**src/verilog/mis_map.svh**
```systemverilog
// Register offsets, reset values, vectors and wake masks of the interrupt sequencer
`ifndef MIS_MAP_SVH
`define MIS_MAP_SVH
`define MIS_OFF_CTRL 8'h00
`define MIS_OFF_SENS 8'h04
`define MIS_OFF_PEN 8'h08
`define MIS_OFF_PEND 8'h0c
`define MIS_OFF_VEC 8'h10
`define MIS_CTRL_MASK_BIT 0
`define MIS_RST_MASK 1'b1
`define MIS_RST_SENS 10'h000
`define MIS_RST_PEN 6'h00
`define MIS_PEND_PER_LSB 5
`define MIS_VEC_RESET 16'hfffe
`define MIS_VEC_TRAP 16'hfffc
`define MIS_VEC_BASE 16'hfffa
`define MIS_VEC_LOW 16'hffe0
`define MIS_SENS_FALL_LOW 2'h0
`define MIS_SENS_RISE 2'h1
`define MIS_SENS_FALL 2'h2
`define MIS_SENS_BOTH 2'h3
`define MIS_VN_EI2 4'h3
`define MIS_WAKE_WAIT 14'h3fff
`define MIS_WAKE_HALT 14'h002e
`define MIS_WAKE_AHALT 14'h0a6e
`define MIS_WAKE_AUTO_WAKEUP_FROM_HALT_MODE 14'h002f
`endif

```
**src/verilog/mis_pkg.sv**
```systemverilog
// Types shared by the interrupt sequencer and its users
package mis_pkg;
	typedef enum logic [1:0] {
		MIS_IDLE = 2'h0,
		MIS_SAVE = 2'h1,
		MIS_MASK = 2'h3,
		MIS_FETCH = 2'h2
	} mis_seq_e;
	typedef enum logic [2:0] {
		MIS_RUN = 3'h0,
		MIS_WAIT = 3'h1,
		MIS_HALT = 3'h2,
		MIS_AHALT = 3'h3,
		MIS_AUTO_WAKEUP_FROM_HALT_MODE = 3'h4
	} mis_mode_e;
	typedef struct packed {
		logic instr_boundary;
		logic trap_exec;
		logic return_from_interrupt;
		logic stack_done;
		logic vec_done;
	} mis_core_s;
endpackage : mis_pkg

```
**src/verilog/mis_seq.sv**
```systemverilog
// Interrupt latch, priority, entry sequencer and wake logic of the 8-bit core
`timescale 1ns/1ps
`include "mis_map.svh"
// Functional notes
// - Maskable requests are taken only while the global mask bit is clear.
// - Global mask bit is set out of reset.
// - Entry: finish instruction, save stack, set mask, then load vector.
// - Return from interrupt restores registers and clears the mask bit.
// - Lowest vector number pending wins.
// - Reset FFFE, trap FFFC, vectors 0..13 descend to FFE0.
// - Software trap is entered whatever the mask bit.
// - External request vectored when occurred and unmasked; externals zero to three wake from Halt.
// - Edge request latched, cleared on entering its service routine.
// - Low level on a combined port input blocks that source's request.
// - Peripheral flag requests only when enabled and unmasked, else stays pending.
// - Peripheral pending cleared by zero write or clear sequence; discards pending.
// - Every source wakes the core from Wait.
// - Auto-wakeup wakes only from Wait and auto-wakeup-from-halt mode.
// - Falling edge on external two never wakes from halt modes.
// - External four wakes only from Wait and Active-halt.
// - Timer overflow and timebase wake only from Wait and Active-halt.
// - Trap, supply warning, compare, capture never wake from Halt.
// - Sensitivity codes: 00 fall+low, 01 rise, 10 fall, 11 both.
// - Changing a sensitivity field clears that source's pending request.
// - Supply warning requests when flag, enable set and mask clear.
module mis_seq #(
	parameter int NUM_EXT = 5,
	parameter int NUM_PER = 6
) (
	input wire logic ref_clk,
	input wire logic rstn,
	input wire logic clk_en,
	input wire logic hsel,
	input wire logic [31:0] haddr,
	input wire logic [1:0] htrans,
	input wire logic hwrite,
	input wire logic [2:0] hsize,
	input wire logic [31:0] hwdata,
	input wire logic hready,
	output logic [31:0] hrdata,
	output logic hreadyout,
	output logic hresp,
	input wire mis_pkg::mis_core_s core,
	input wire mis_pkg::mis_mode_e power_mode,
	input wire logic [NUM_EXT-1:0] ext_irq_pin,
	input wire logic [NUM_EXT-1:0] port_low_pin,
	input wire logic [NUM_PER-1:0] periph_flag,
	input wire logic [NUM_PER-1:0] periph_clr,
	output logic global_mask,
	output logic stack_save_req,
	output logic vec_valid,
	output logic [15:0] vec_addr,
	output logic wake
);
	// The vector map is fixed; other counts cannot be served
	if (NUM_EXT != 5 || NUM_PER != 6) begin : g_chk
		$error("mis_seq supports exactly 5 external and 6 peripheral sources");
	end

	logic rst_q1;
	logic rst_n_sync;
	always_ff @(posedge ref_clk or negedge rstn) begin
		if (!rstn) begin
			rst_q1 <= 1'b0;
			rst_n_sync <= 1'b0;
		end else if (clk_en) begin
			rst_q1 <= 1'b1;
			rst_n_sync <= rst_q1;
		end
	end

	logic [NUM_EXT-1:0] ext_s1, ext_s2, ext_s3, blk_s1, blk_s2;
	always_ff @(posedge ref_clk or negedge rst_n_sync) begin
		if (!rst_n_sync) begin
			ext_s1 <= '1;
			ext_s2 <= '1;
			ext_s3 <= '1;
			blk_s1 <= '0;
			blk_s2 <= '0;
		end else if (clk_en) begin
			ext_s1 <= ext_irq_pin;
			ext_s2 <= ext_s1;
			ext_s3 <= ext_s2;
			blk_s1 <= ~port_low_pin;
			blk_s2 <= blk_s1;
		end
	end

	mis_pkg::mis_seq_e state, next_state;
	logic [9:0] sens;
	logic [NUM_PER-1:0] per_en, per_pend, flag_q;
	logic [NUM_EXT-1:0] ext_pend, ext_set, ext_clr, ext_fall, sens_chg;
	logic ext2_rise;
	logic [13:0] req_vec, wake_ok;
	logic [3:0] sel_vn, cur_vn;
	logic cur_trap;
	logic take, take_int;
	logic ap_valid, ap_write;
	logic [7:0] ap_addr;
	logic wr_ctrl, wr_sens, wr_pen, wr_pend;

	// AHB-Lite address phase capture; data phase writes use hwdata
	always_ff @(posedge ref_clk or negedge rst_n_sync) begin
		if (!rst_n_sync) begin
			ap_valid <= 1'b0;
			ap_write <= 1'b0;
			ap_addr <= 8'h00;
		end else if (clk_en) begin
			if (hready) begin
				ap_valid <= hsel && htrans[1];
				ap_write <= hwrite;
				ap_addr <= haddr[7:0];
			end
		end
	end
	assign wr_ctrl = ap_valid && ap_write && ap_addr == `MIS_OFF_CTRL;
	assign wr_sens = ap_valid && ap_write && ap_addr == `MIS_OFF_SENS;
	assign wr_pen = ap_valid && ap_write && ap_addr == `MIS_OFF_PEN;
	assign wr_pend = ap_valid && ap_write && ap_addr == `MIS_OFF_PEND;

	// Reads insert one wait state so a read right after a write sees the new value
	always_ff @(posedge ref_clk or negedge rst_n_sync) begin
		if (!rst_n_sync) begin
			hreadyout <= 1'b1;
			hrdata <= 32'h0000_0000;
			hresp <= 1'b0;
		end else if (clk_en) begin
			hresp <= 1'b0;
			if (hready && hsel && htrans[1] && !hwrite) begin
				hreadyout <= 1'b0;
			end else if (!hreadyout) begin
				hreadyout <= 1'b1;
				case (ap_addr)
					`MIS_OFF_CTRL: hrdata <= {31'h0, global_mask};
					`MIS_OFF_SENS: hrdata <= {22'h0, sens};
					`MIS_OFF_PEN: hrdata <= {26'h0, per_en};
					`MIS_OFF_PEND: hrdata <= {21'h0, per_pend, ext_pend};
					`MIS_OFF_VEC: hrdata <= {14'h0, state, vec_addr};
					default: hrdata <= 32'h0000_0000;
				endcase
			end
		end
	end

	// Sensitivity may only change while the mask bit is set
	always_ff @(posedge ref_clk or negedge rst_n_sync) begin
		if (!rst_n_sync) begin
			sens <= `MIS_RST_SENS;
		end else if (clk_en) begin
			if (wr_sens && global_mask) begin
				sens <= hwdata[9:0];
			end
		end
	end

	always_ff @(posedge ref_clk or negedge rst_n_sync) begin
		if (!rst_n_sync) begin
			per_en <= `MIS_RST_PEN;
		end else if (clk_en) begin
			if (wr_pen) begin
				per_en <= hwdata[NUM_PER-1:0];
			end
		end
	end

	always_comb begin
		for (int i = 0; i < NUM_EXT; i++) begin
			case (sens[2*i +: 2])
				`MIS_SENS_FALL_LOW: ext_fall[i] = ext_s3[i] | ~ext_s2[i];
				`MIS_SENS_RISE: ext_fall[i] = 1'b0;
				`MIS_SENS_FALL: ext_fall[i] = ext_s3[i] & ~ext_s2[i];
				default: ext_fall[i] = ext_s3[i] & ~ext_s2[i];
			endcase
			ext_set[i] = ext_fall[i] & ~ext_s2[i];
			if (sens[2*i +: 2] == `MIS_SENS_RISE || sens[2*i +: 2] == `MIS_SENS_BOTH) begin
				ext_set[i] = ext_set[i] | (ext_s2[i] & ~ext_s3[i]);
			end
			// low port input blocks the combined source
			ext_set[i] = ext_set[i] & ~blk_s2[i];
			// a changed field drops the pending request
			sens_chg[i] = wr_sens && global_mask && hwdata[2*i +: 2] != sens[2*i +: 2];
		end
	end

	// entry into the routine clears the external latch
	always_comb begin
		ext_clr = sens_chg;
		if (state == mis_pkg::MIS_MASK && !cur_trap) begin
			ext_clr[0] = ext_clr[0] | (cur_vn == 4'h1);
			ext_clr[1] = ext_clr[1] | (cur_vn == 4'h2);
			ext_clr[2] = ext_clr[2] | (cur_vn == 4'h3);
			ext_clr[3] = ext_clr[3] | (cur_vn == 4'h5);
			ext_clr[4] = ext_clr[4] | (cur_vn == 4'h6);
		end
	end

	// latches set in any power mode; a new event wins over a clear
	always_ff @(posedge ref_clk or negedge rst_n_sync) begin
		if (!rst_n_sync) begin
			ext_pend <= '0;
			ext2_rise <= 1'b0;
		end else if (clk_en) begin
			ext_pend <= ext_set | (ext_pend & ~ext_clr);
			// remember whether external two came from a rising edge
			if (ext_set[2]) begin
				ext2_rise <= ~ext_fall[2];
			end else if (ext_clr[2]) begin
				ext2_rise <= 1'b0;
			end
		end
	end

	// zero write or clear sequence discards the pending request
	always_ff @(posedge ref_clk or negedge rst_n_sync) begin
		if (!rst_n_sync) begin
			flag_q <= '0;
			per_pend <= '0;
		end else if (clk_en) begin
			flag_q <= periph_flag;
			per_pend <= (periph_flag & ~flag_q) | (per_pend & ~periph_clr &
				~({NUM_PER{wr_pend}} & ~hwdata[`MIS_PEND_PER_LSB +: NUM_PER]));
		end
	end

	// peripheral requests need their enable; the mask gates the take
	assign req_vec = {2'b00, per_pend[5:1] & per_en[5:1], ext_pend[4:3], 1'b0,
		ext_pend[2:0], per_pend[0] & per_en[0]};

	always_comb begin
		sel_vn = 4'hf;
		for (int n = 13; n >= 0; n--) begin
			if (req_vec[n]) begin
				sel_vn = 4'(n);
			end
		end
	end

	// decide only at an instruction boundary
	assign take_int = |req_vec && !global_mask;
	assign take = state == mis_pkg::MIS_IDLE && core.instr_boundary &&
		(core.trap_exec || take_int);

	// save, mask, vector fetch in that order
	always_comb begin
		case (state)
			mis_pkg::MIS_IDLE: next_state = take ? mis_pkg::MIS_SAVE : mis_pkg::MIS_IDLE;
			mis_pkg::MIS_SAVE: next_state = core.stack_done ? mis_pkg::MIS_MASK : mis_pkg::MIS_SAVE;
			mis_pkg::MIS_MASK: next_state = mis_pkg::MIS_FETCH;
			mis_pkg::MIS_FETCH: next_state = core.vec_done ? mis_pkg::MIS_IDLE : mis_pkg::MIS_FETCH;
			default: next_state = mis_pkg::MIS_IDLE;
		endcase
	end

	always_ff @(posedge ref_clk or negedge rst_n_sync) begin
		if (!rst_n_sync) begin
			state <= mis_pkg::MIS_IDLE;
			stack_save_req <= 1'b0;
			vec_valid <= 1'b0;
		end else if (clk_en) begin
			state <= next_state;
			stack_save_req <= next_state == mis_pkg::MIS_SAVE;
			vec_valid <= next_state == mis_pkg::MIS_FETCH;
		end
	end

	// vector frozen from selection until fetch completes
	always_ff @(posedge ref_clk or negedge rst_n_sync) begin
		if (!rst_n_sync) begin
			cur_vn <= 4'h0;
			cur_trap <= 1'b0;
			vec_addr <= `MIS_VEC_RESET;
		end else if (clk_en) begin
			if (take) begin
				cur_trap <= core.trap_exec;
				cur_vn <= sel_vn;
				vec_addr <= core.trap_exec ? `MIS_VEC_TRAP :
					`MIS_VEC_BASE - {11'h000, sel_vn, 1'b0};
			end
		end
	end

	// mask set at reset; entry sets it; return clears it
	always_ff @(posedge ref_clk or negedge rst_n_sync) begin
		if (!rst_n_sync) begin
			global_mask <= `MIS_RST_MASK;
		end else if (clk_en) begin
			if (state == mis_pkg::MIS_MASK) begin
				global_mask <= 1'b1;
			end else if (core.return_from_interrupt) begin
				global_mask <= 1'b0;
			end else if (wr_ctrl) begin
				global_mask <= hwdata[`MIS_CTRL_MASK_BIT];
			end
		end
	end

	always_comb begin
		case (power_mode)
			mis_pkg::MIS_WAIT: wake_ok = `MIS_WAKE_WAIT;
			mis_pkg::MIS_HALT: wake_ok = `MIS_WAKE_HALT;
			mis_pkg::MIS_AHALT: wake_ok = `MIS_WAKE_AHALT;
			mis_pkg::MIS_AUTO_WAKEUP_FROM_HALT_MODE: wake_ok = `MIS_WAKE_AUTO_WAKEUP_FROM_HALT_MODE;
			default: wake_ok = 14'h0000;
		endcase
		// falling-edge external two cannot leave the halt modes
		if (power_mode != mis_pkg::MIS_WAIT && !ext2_rise) begin
			wake_ok[`MIS_VN_EI2] = 1'b0;
		end
	end

	always_ff @(posedge ref_clk or negedge rst_n_sync) begin
		if (!rst_n_sync) begin
			wake <= 1'b0;
		end else if (clk_en) begin
			wake <= |(req_vec & wake_ok);
		end
	end

	logic seen_run;
	always_ff @(posedge ref_clk or negedge rst_n_sync) begin
		if (!rst_n_sync) begin
			seen_run <= 1'b0;
		end else if (clk_en) begin
			seen_run <= 1'b1;
		end
	end
endmodule : mis_seq

```
**config.mk**
```make
export PLATFORM = sky130hd
export DESIGN_NAME = mis_seq
export DESIGN_NICKNAME = d
export VERILOG_FILES = /design/src/verilog/mis_pkg.sv /design/src/verilog/mis_seq.sv
export VERILOG_INCLUDE_DIRS = /design/src /design/src/verilog
export SDC_FILE = /design/constraint.sdc
export NUM_CORES = 1
export LEC_CHECK = 0
export BUFFER_PORTS_ARGS = -buffer_cell sky130_fd_sc_hd__buf_2
export CAP_MARGIN = 30
export CORE_ASPECT_RATIO = 1.25
export CORE_MARGIN = 2
export CORE_UTILIZATION = 40
export CTS_BUF_LIST = sky130_fd_sc_hd__clkbuf_16
export CTS_CLUSTER_SIZE = 40
export DETAILED_ROUTE_END_ITERATION = 8
export GPL_ROUTABILITY_DRIVEN = 0
export GPL_TIMING_DRIVEN = 0
export PLACE_DENSITY_LB_ADDON = 0.15
export REMOVE_ABC_BUFFERS = 1
export SETUP_SLACK_MARGIN = 0.3
export SYNTH_ARGS = -nofsm -noshare
export SYNTH_HDL_FRONTEND = slang
export SYNTH_SLANG_ARGS = --single-unit
```
**constraint.sdc**
```tcl
create_clock -name ref_clk -period 5.65 [get_ports ref_clk]
set_clock_uncertainty 0.1 [all_clocks]
set_input_delay 0.565 -clock ref_clk [delete_from_list [all_inputs] [get_ports ref_clk]]
set_output_delay 0.565 -clock ref_clk [all_outputs]
set_load 0.1 [all_outputs]
```
[Yosys cells after proc, flatten, opt, wreduce, memory -nomap -nowiden]
Index checks and enable logic that the tools add are counted.
Operators by class
  add/subtract/negate cells: 1
  equal/unequal tests: 34
  multiplexer cells: 36
  bitwise logic cells: 69
  reduce and logical (&&, ||, !) cells: 48
Operators by type and width (number)
  one-hot mux 18 bit (5 select lines): 1
  one-hot mux 14 bit (4 select lines): 1
  two-way mux 4 bit: 10
  bitwise AND 6 bit: 4
  NOT 6 bit: 4
  bitwise AND 1 bit: 21
  logical AND 1 bit: 20
  NOT 1 bit: 18
  equality test 2 bit (second input constant): 8
  equality test 8 x 4 -> 1 bit (second input constant): 2
  two-way mux 16 bit: 1
  OR 1 bit: 15
  bitwise AND 12 x 14 -> 14 bit: 1
  equality test 2 x 1 -> 1 bit (second input constant): 7
  OR reduction 14 bit: 1
  two-way mux 1 bit: 13
  zero test 2 bit: 6
  AND reduction 2 bit: 6
  OR reduction 11 bit: 1
  bitwise AND 5 bit: 2
  inequality test 2 bit: 5
  NOT 5 bit: 2
  one-hot mux 1 bit (2 select lines): 5
  equality test 4 x 2 -> 1 bit (second input constant): 2
  other kinds (21): 32
Word-level totals
  register bits after elaboration: 131
  bits of input ports: 105
  output and inout port bits: 54
  word-level logic and storage cells: 214

[Depth between registers and ports, before layout]
Gate-level depths: netlist of the first run.
  depth in word-level cells: 14
  depth in mapped cells: 7
  mapped depth without buffers: 7

[Worst setup path before layout of the first run]
Ideal clock, no wire load.
  path type: register to register
  start: reg rst_n_sync (netlist name)
  end: reg rst_n_sync
  library setup time: 0.081 ns
  data arrival time: 2.867 ns
  data required time: 5.469 ns
  setup slack: 2.602 ns
  stages on the path, launching flop included: 2
  path buffers: 0
  period minus slack after synthesis: 3.048 ns
  cells stage by stage: dfrtp_1 > mux2_2
RTL lines
  end signal: assignment: line mis_seq.sv:68  | rst_n_sync <= rst_q1;
  end: declaration: line mis_seq.sv:61  | logic rst_n_sync;

[Worst setup path after layout of the first run]
  start: in clk_en
  end: reg hrdata[16]
Between the ends
  word-level cells in the longest chain between the ends: 1
Ends and longest elaborated chain
  start: declaration: line mis_seq.sv:32  | input wire logic clk_en,
  AND reduction 3 bit (no line)
  end signal: assignment: line mis_seq.sv:134  | `MIS_OFF_CTRL: hrdata <= {31'h0, global_mask};
  end signal: assignment: line mis_seq.sv:135  | `MIS_OFF_SENS: hrdata <= {22'h0, sens};
  end signal: assignment: line mis_seq.sv:136  | `MIS_OFF_PEN: hrdata <= {26'h0, per_en};
  end: declaration: line mis_seq.sv:40  | output logic [31:0] hrdata,
No other way between the ends.
A chain may end at the register's enable or synchronous reset.

==> results of run 1 <==
-- state kept, by name, indices dropped and copies added, names as in the netlist, 6 cells and up --
register	flops
hrdata	14
sens	10
ap_addr	8
flag_q	6
per_en	6
per_pend	6
-- cell families after synthesis --
logic type,after synthesis
AOI/OAI and AO/OA,100
muxes,65
xor gates and xnor gates,13
adders and majority gates,1
buffers and inverters,66
other,2
and+or+nand+nor,120
DFF,102
-- power breakdown --
| group | total [mW] | internal (mW) | leakage, nW | switching, mW |
|---|---|---|---|---|
| combinational | 0.648 | 0.177 | 1.35 | 0.471 |
| clock | 0.746 | 0.476 | 0.181 | 0.270 |
| sequential | 0.989 | 0.865 | 1.16 | 0.124 |
| total | 2.38 | 1.52 | 2.69 | 0.865 |
-- synth_stat cells, types with 2 or more instances --
| cell type | instances | area share (%) |
|---|---|---|
| sky130_fd_sc_hd__dfrtp_1 | 80 | 39 |
| sky130_fd_sc_hd__nand2_1 | 61 | 4.4 |
| sky130_fd_sc_hd__mux2_2 | 47 | 10 |
| sky130_fd_sc_hd__buf_4 | 30 | 4.4 |
| sky130_fd_sc_hd__o21ai_0 | 27 | 2.6 |
| sky130_fd_sc_hd__dfstp_2 | 22 | 11 |
| sky130_fd_sc_hd__mux2i_1 | 18 | 3.5 |
| sky130_fd_sc_hd__inv_1 | 15 | 1.1 |
| sky130_fd_sc_hd__nand3b_1 | 13 | 1.9 |
| sky130_fd_sc_hd__nor2_1 | 13 | 0.94 |
| sky130_fd_sc_hd__xnor2_1 | 12 | 2.0 |
| sky130_fd_sc_hd__a21oi_1 | 11 | 1.1 |
| sky130_fd_sc_hd__a22o_1 | 9 | 1.5 |
| sky130_fd_sc_hd__clkbuf_1 | 8 | 0.58 |
| sky130_fd_sc_hd__a22oi_1 | 7 | 1.0 |
| sky130_fd_sc_hd__nand2b_1 | 7 | 0.85 |
| sky130_fd_sc_hd__nor3_1 | 7 | 0.68 |
| sky130_fd_sc_hd__o211ai_1 | 6 | 0.87 |
| sky130_fd_sc_hd__o22ai_1 | 6 | 0.73 |
| sky130_fd_sc_hd__buf_1 | 5 | 0.36 |
| sky130_fd_sc_hd__a22o_2 | 4 | 0.77 |
| sky130_fd_sc_hd__a31oi_1 | 4 | 0.48 |
| sky130_fd_sc_hd__clkbuf_8 | 4 | 1.1 |
| sky130_fd_sc_hd__nor2b_1 | 4 | 0.48 |
| sky130_fd_sc_hd__a211oi_1 | 3 | 0.44 |
| sky130_fd_sc_hd__a21o_1 | 3 | 0.44 |
| sky130_fd_sc_hd__buf_2 | 3 | 0.29 |
| sky130_fd_sc_hd__nand3_1 | 3 | 0.29 |
| sky130_fd_sc_hd__a21boi_0 | 2 | 0.29 |
| sky130_fd_sc_hd__a2bb2oi_1 | 2 | 0.34 |
| sky130_fd_sc_hd__a32o_1 | 2 | 0.39 |
| sky130_fd_sc_hd__conb_1 | 2 | 0.15 |
| sky130_fd_sc_hd__nand4_1 | 2 | 0.24 |
| sky130_fd_sc_hd__o22a_1 | 2 | 0.34 |
-- critical path, stage by stage --
cell,delay (ns)
sky130_fd_sc_hd__buf_2,0.40
sky130_fd_sc_hd__buf_12,0.29
sky130_fd_sc_hd__or3b_1,0.59
sky130_fd_sc_hd__or3_4,0.46
sky130_fd_sc_hd__nor2_1,0.26
sky130_fd_sc_hd__a22o_1,0.17
-- cell type report --
cell class              instances  area, µm²
clock buffers                   9        225
clock inverters                 7        138
fillers                      1214       6700
inverters                      15       56.3
multi-input cells             325       2270
flip-flops and latches        102       2580
well taps                     168        210
repair buffers                 86        473
-- final timing paths --
path / cells past startpoint / slack, ns / from / endpoint
min: 0 / 0.25 / rst_n_sync$_DFFE_PN0P_ / flag_q[1]$_DFFE_PN0P_
min in group ref_clk: 2 / 0.28 / port_low_pin[3] / blk_s1[3]$_DFFE_PN0P_
max reg2reg: 5 / 3.12 / ap_addr[7]$_DFFE_PN0P_ / ext2_rise$_DFFE_PN0P_
max: 6 / 3.06 / clk_en / hrdata[16]$_DFFE_PN0P_
max in group asynchronous: 1 / 4.46 / rst_n_sync$_DFFE_PN0P_ / vec_addr[5]$_DFFE_PN1P_
min reg2reg: 0 / 0.25 / rst_n_sync$_DFFE_PN0P_ / flag_q[1]$_DFFE_PN0P_
-- timing repair --
action	in CTS	in global routing
endpoints found under the hold margin	2	0
gates resized for setup	0	0
hold buffers	1	0
-- routing by layer --
metal  GRT usage, %  vias up  part of all wire (%)
li1               -     1745                     -
met1           21.4     1740                    45
met2           27.0      112                    47
met3           3.36       18                   5.0
met4           7.35        0                   2.3
met5              0        -                     0
-- stage by stage --
stage	instances	hold WS [ns]	setup WS, ns
after detailed placement	695	0.254	2.65
after global placement	693	0.249	1.25
after CTS	712	0.276	3.00
after floorplan	442	0.169	1.71
after global routing	712	0.289	2.90
final	712	0.253	3.06
==> key figures, run 1 <==
Clocking
  • Worst-Skew Late Latency: 0.35 ns
  • Total clock buffers created by CTS: 9
  • Buffer type at the clock tree root: sky130_fd_sc_hd__clkbuf_16
  • CTS Buffer Depth: 2
  • Sink Count: around 100
  • Clock transition at path regs: roughly 0.070 ns
  • Buffers inserted during post-CTS setup optimization: 0
  • CTS tree: yes
  • Number of H-tree levels: 3

Route
  • Per-cell via count in the routed design: between 5 and 6
  • Routed length per instance: 15.6 µm
  • Routed vias: between 3,000 and 4,000
  • Sum of routed wire length over all layers: roughly 11 mm
  • Number of optimization iterations in the first detailed-route pass: 4
  • Residual antenna-violating net count after detailed routing: 0
  • Starting DRC count in detailed routing: about 130
  • Total DRC errors in the routed layout: 0

Synth
  • Largest family of logic cells by synthesized area: compound AO/OA/AOI/OAI gates
  • Avg Cell Area, Syn: ~11 µm²
  • Xor/xnor share of the synthesized area: about 2.2%
  • Number of unique standard cell types used by synthesis: 59
  • Yosys warns: 0
  • Ys async rst share: 100%
  • EDFF count, synth: 0
  • Share of synthesized cell area in and, or, nand and nor gates: a little under an eighth
  • Share of synthesized area occupied by flip-flops and latches: 49.9%
  • Post-Syn Instances: about 470
  • Adder-cell share of the synthesized area: less than 1%
  • Netlist area before placement: a little over 0.005 mm²
  • Compound-gate portion of the synthesized area: 14.0%
  • Flops & latches, synth: 102
  • Dominant synthesized flop cell: sky130_fd_sc_hd__dfrtp_1
  • Proportion of synthesized area in mux cells: roughly 14%

Setup path
  • Crit path arrival time: ~2.8 ns
  • Classification of the worst setup path: input pin to flip-flop
  • Kind of start point of the critical path: input pin
  • Data required time at the worst endpoint: approximately 5.8 ns
  • Worst-path maximum fanout: between 40 and 50
  • Crit. End Element: flip-flop

GRT
  • Total track usage: between 15 and 20%
  • Remaining global-route overflow: 0
  • Wire length of the first global-routing pass: ~18 mm
  • Via count of the first global-routing pass: approximately 3,500
  • Pin count of the biggest net entering global routing: 57
  • Initial antenna violation count: 0

Power
  • Power density over the cells: 400 mW/mm²
  • P_leak: roughly 2.7 nW
  • Post-route total power: approximately 2.4 mW
  • Worst vdd ir: roughly 210 µV

Place
  • Port buffer count: 83
  • Half-perimeter wire length after detailed placement: a little over 8 mm
  • Placed inst area: ~0.0056 mm²

Outcome
  • Run status: complete, no violations

STA
  • Final Hold Violating Endpoints: 0
  • TNS Setup: 0 ns
  • Peak clock frequency supported by timing: between 0.3 and 0.4 GHz
  • Period Utilization, post-route: 45.9%
  • Worst slew margin relative to its limit: a little under half
  • Final setup violating endpoints: 0
  • Slew at the pin with the worst max-slew slack: between 0.7 and 0.8 ns
  • Shortest period the worst path allows: 2.59 ns
  • Unrepaired setup endpoints after global routing: false
  • Final Slew Violations: 0

Die
  • Effective utilization at floorplan: 40.8%
  • Width of the die: between 100 and 150 µm
  • # IOs: 159
  • Core area: 0.0127 mm²
  • Die height: around 130 µm
  • Die Outline Area: roughly 0.014 mm²
  • Core Rows: 46

Cells and area
  • Fin area: about 0.0060 mm²
  • Share of layout cells above drive strength 1: 34.0%
  • Share of the core filled with cells: approximately 47%
  • Post-layout net count: between 600 and 700
  • Area growth from synthesis to final layout: 15.3%
  • Commonest cells after routing, fill and taps aside: 83 x sky130_fd_sc_hd__buf_2, 79 x sky130_fd_sc_hd__dfrtp_1, 61 x sky130_fd_sc_hd__nand2_1
  • Diode insertion count for antenna repair: 0
  • Most common library cell in the layout ignoring fill and taps: sky130_fd_sc_hd__buf_2

Worst hold path
  • Worst hold path class: flip-flop to async pin

Flow run
  • Reported max-cap violation count: 0
Note: power is estimated with default switching activity, not from simulation.
==> inputs of run 2 (changes only) <==
clock period = 2.4 ns   (was 5.65 ns; I/O delays follow)
==> run 2 against run 1 <==
Effect of this change: critical path type is now flip-flop to flip-flop; sequential power rose by 140%; setup slack lost 2.7 ns; core utilization up 1.5 points; hold slack worse by 0.23 ns; critical endpoint is now per_en[1]$_DFFE_PN0P_; highest routed layer unchanged; flip-flop and latch count unchanged; largest power group unchanged; sequential share of layout area decreased by 1.2 points.
==> key figures, run 2 (synthesis results as in run 1) <==
Outcome
  • Run status: complete, no violations (unchanged)

STA
  • Final hold slack: 0.0201 ns (was 0.253 ns)
  • Final worst slack: 0.343 ns (was 3.06 ns)
  • Unrepaired setup endpoints after global routing: true (was false)
  • TNS Setup: 0 ns (unchanged)
  • Shortest period the worst path allows: 2.06 ns
  • Peak clock frequency supported by timing: between 0.4 and 0.5 GHz
  • Worst slew margin relative to its limit: 58.7% (was 46.9%)
  • Final Hold Violating Endpoints: 0 (unchanged)
  • Period Utilization, post-route: around 86%
  • Final Slew Violations: 0 (unchanged)
  • Final setup violating endpoints: 0 (unchanged)
  • Slew at the pin with the worst max-slew slack: 0.620 ns (was 0.797 ns)

Place
  • Port buffer count: 83 (unchanged)
  • Worst setup slack before clock tree synthesis: -0.279 ns (was 2.65 ns)
  • Half-perimeter wire length after detailed placement: 8.24 mm (unchanged)

Die
  • Core Rows: 46 (unchanged)
  • Width of the die: 106 µm (unchanged)
  • Die Outline Area: 0.0138 mm² (unchanged)
  • Die height: 131 µm (unchanged)
  • Core area: 0.0127 mm² (unchanged)
  • Effective utilization at floorplan: 40.8% (unchanged)
  • # IOs: 159 (unchanged)

Route
  • Number of optimization iterations in the first detailed-route pass: 4 (unchanged)
  • Routed length per instance: 15.3 µm (was 15.6 µm)
  • Residual antenna-violating net count after detailed routing: 0 (unchanged)
  • Total DRC errors in the routed layout: 0 (unchanged)
  • Per-cell via count in the routed design: 5.04 (was 5.08)
  • Routed vias: 3,656 (was 3,615)
  • Sum of routed wire length over all layers: 11.1 mm (about the same)
  • Starting DRC count in detailed routing: 141 (was 133)

Cells and area
  • Post-layout net count: 659 (was 645)
  • Area of the multi-input gates: 0.00233 mm² (was 0.00227 mm²)
  • Diode insertion count for antenna repair: 0 (unchanged)
  • Max FFs per register: 14 (unchanged)
  • Most common library cell in the layout ignoring fill and taps: sky130_fd_sc_hd__buf_2 (unchanged)
  • Regs by FF count: hrdata x14, sens x10, ap_addr x8 (unchanged)
  • Register ranked first by flip-flop count: hrdata (unchanged)
  • Filler cell count in the final layout: 1,202 (was 1,214)
  • Register cell area after layout: 0.00259 mm² (was 0.00258 mm²)
  • Share of layout cells above drive strength 1: 36.6% (was 34.0%)
  • Area growth from synthesis to final layout: 18.9% (was 15.3%)
  • Commonest cells after routing, fill and taps aside: 82 x sky130_fd_sc_hd__buf_2, 75 x sky130_fd_sc_hd__dfrtp_1, 61 x sky130_fd_sc_hd__nand2_1 (was 83 x sky130_fd_sc_hd__buf_2, 79 x sky130_fd_sc_hd__dfrtp_1, 61 x sky130_fd_sc_hd__nand2_1)

Clocking
  • Buffer type at the clock tree root: sky130_fd_sc_hd__clkbuf_16 (unchanged)
  • Number of H-tree levels: 3 (unchanged)
  • Worst-Skew Late Latency: 0.35 ns (about the same)
  • CTS Buffer Depth: 2 (unchanged)
  • Sink Count: 102 (unchanged)
  • Total clock buffers created by CTS: 9 (unchanged)
  • Clock transition at path regs: 0.07 ns (about the same)
  • CTS tree: yes (unchanged)

GRT
  • Remaining global-route overflow: 0 (unchanged)
  • Via count of the first global-routing pass: 3,550 (was 3,526)
  • Wire length of the first global-routing pass: 18.0 mm (was 17.9 mm)
  • Initial antenna violation count: 0 (unchanged)
  • Pin count of the biggest net entering global routing: 57 (unchanged)
  • Total track usage: 16.6% (was 16.5%)

Worst hold path
  • Worst hold path class: input pin to flip-flop (was flip-flop to async pin)
  • Launch instance of the worst min-delay path: core[2]

Setup path
  • Kind of start point of the critical path: flip-flop (was input pin)
  • CP Launch Point: ap_addr[7]$_DFFE_PN0P_ (was clk_en)
  • Worst-path maximum fanout: 6 (was 45)
  • Crit path arrival time: 2.19 ns (was 2.78 ns)
  • Crit. End Element: flip-flop (unchanged)
  • Classification of the worst setup path: flip-flop to flip-flop (was input pin to flip-flop)
  • Data required time at the worst endpoint: 2.53 ns (was 5.84 ns)
  • Origin of the critical flop-to-flop path: ap_addr[7]$_DFFE_PN0P_ (unchanged)

Power
  • Post-route total power: 5.65 mW (was 2.38 mW)
  • P_leak: 2.79 nW (was 2.69 nW)
  • Power density over the cells: 920 mW/mm² (was 400 mW/mm²)
  • Worst vdd ir: 503 µV (was 213 µV)

Flow run
  • Reported max-cap violation count: 0 (unchanged)
run 2: metal layers:
layer / GRT usage (%) / part of all wire [%] / vias up
li1: - / - / 1771
met3: 3.46 / 5.1 / 18
met2: 27.4 / 48 / 112
met1: 21.4 / 44 / 1755
met5: 0 / 0 / -
met4: 7.59 / 2.5 / 0
run 2: per-stage QoR:
stage	std cells	instance area (µm²)	utilization (%)
finish	726	6150	48.5
global route	726	6150	48.5
CTS	722	6100	48.2
detailed placement	695	5590	44.1
global placement	693	5530	43.7
floorplan	442	4910	-
run 2: cell type report:
class | count | share of cell area, %
clock inverters | 7 | 2.24
multi-input cells | 325 | 38.0
well taps | 168 | 3.42
clock buffers | 9 | 3.66
flip-flops and latches | 102 | 42.1
inverters | 15 | 0.916
repair buffers | 100 | 9.65
run 2: final timing paths:
check | end | slack [ns] | cells past startpoint
worst max-delay path | per_en[1]$_DFFE_PN0P_ | 0.34 | 5
worst min-delay path | global_mask$_DFFE_PN1P_ | 0.02 | 2
worst max register to register | per_en[1]$_DFFE_PN0P_ | 0.34 | 5
worst min register to register | flag_q[1]$_DFFE_PN0P_ | 0.25 | 0
max in group asynchronous | vec_addr[1]$_DFFE_PN1P_ | 1.21 | 1
min in group asynchronous | rst_n_sync$_DFFE_PN0P_ | 0.10 | 2
run 2: repair_timing:
| item | 4_1_cts | 5_1_grt |
|---|---|---|
| hold endpoints to repair | 7 | 0 |
| pin swaps | 4 | 2 |
| gates resized for setup | 11 | 6 |
| endpoints found under the setup margin | 44 | 16 |
| hold buffers | 6 | 0 |
| buffers inserted | 5 | 4 |
run 2: worst max-delay path: stages (launching register included):
cell and delay (ns):
sky130_fd_sc_hd__dfrtp_1 0.38, sky130_fd_sc_hd__or4_4 0.57, sky130_fd_sc_hd__nor4_4 0.26, sky130_fd_sc_hd__buf_4 0.19
sky130_fd_sc_hd__nand3b_4 0.13, sky130_fd_sc_hd__mux2_2 0.31
run 2: power breakdown:
part | total, mW | switching, mW | internal, mW
clock | 1.76 | 0.636 | 1.12
sequential | 2.34 | 0.306 | 2.04
combinational | 1.55 | 1.12 | 0.435
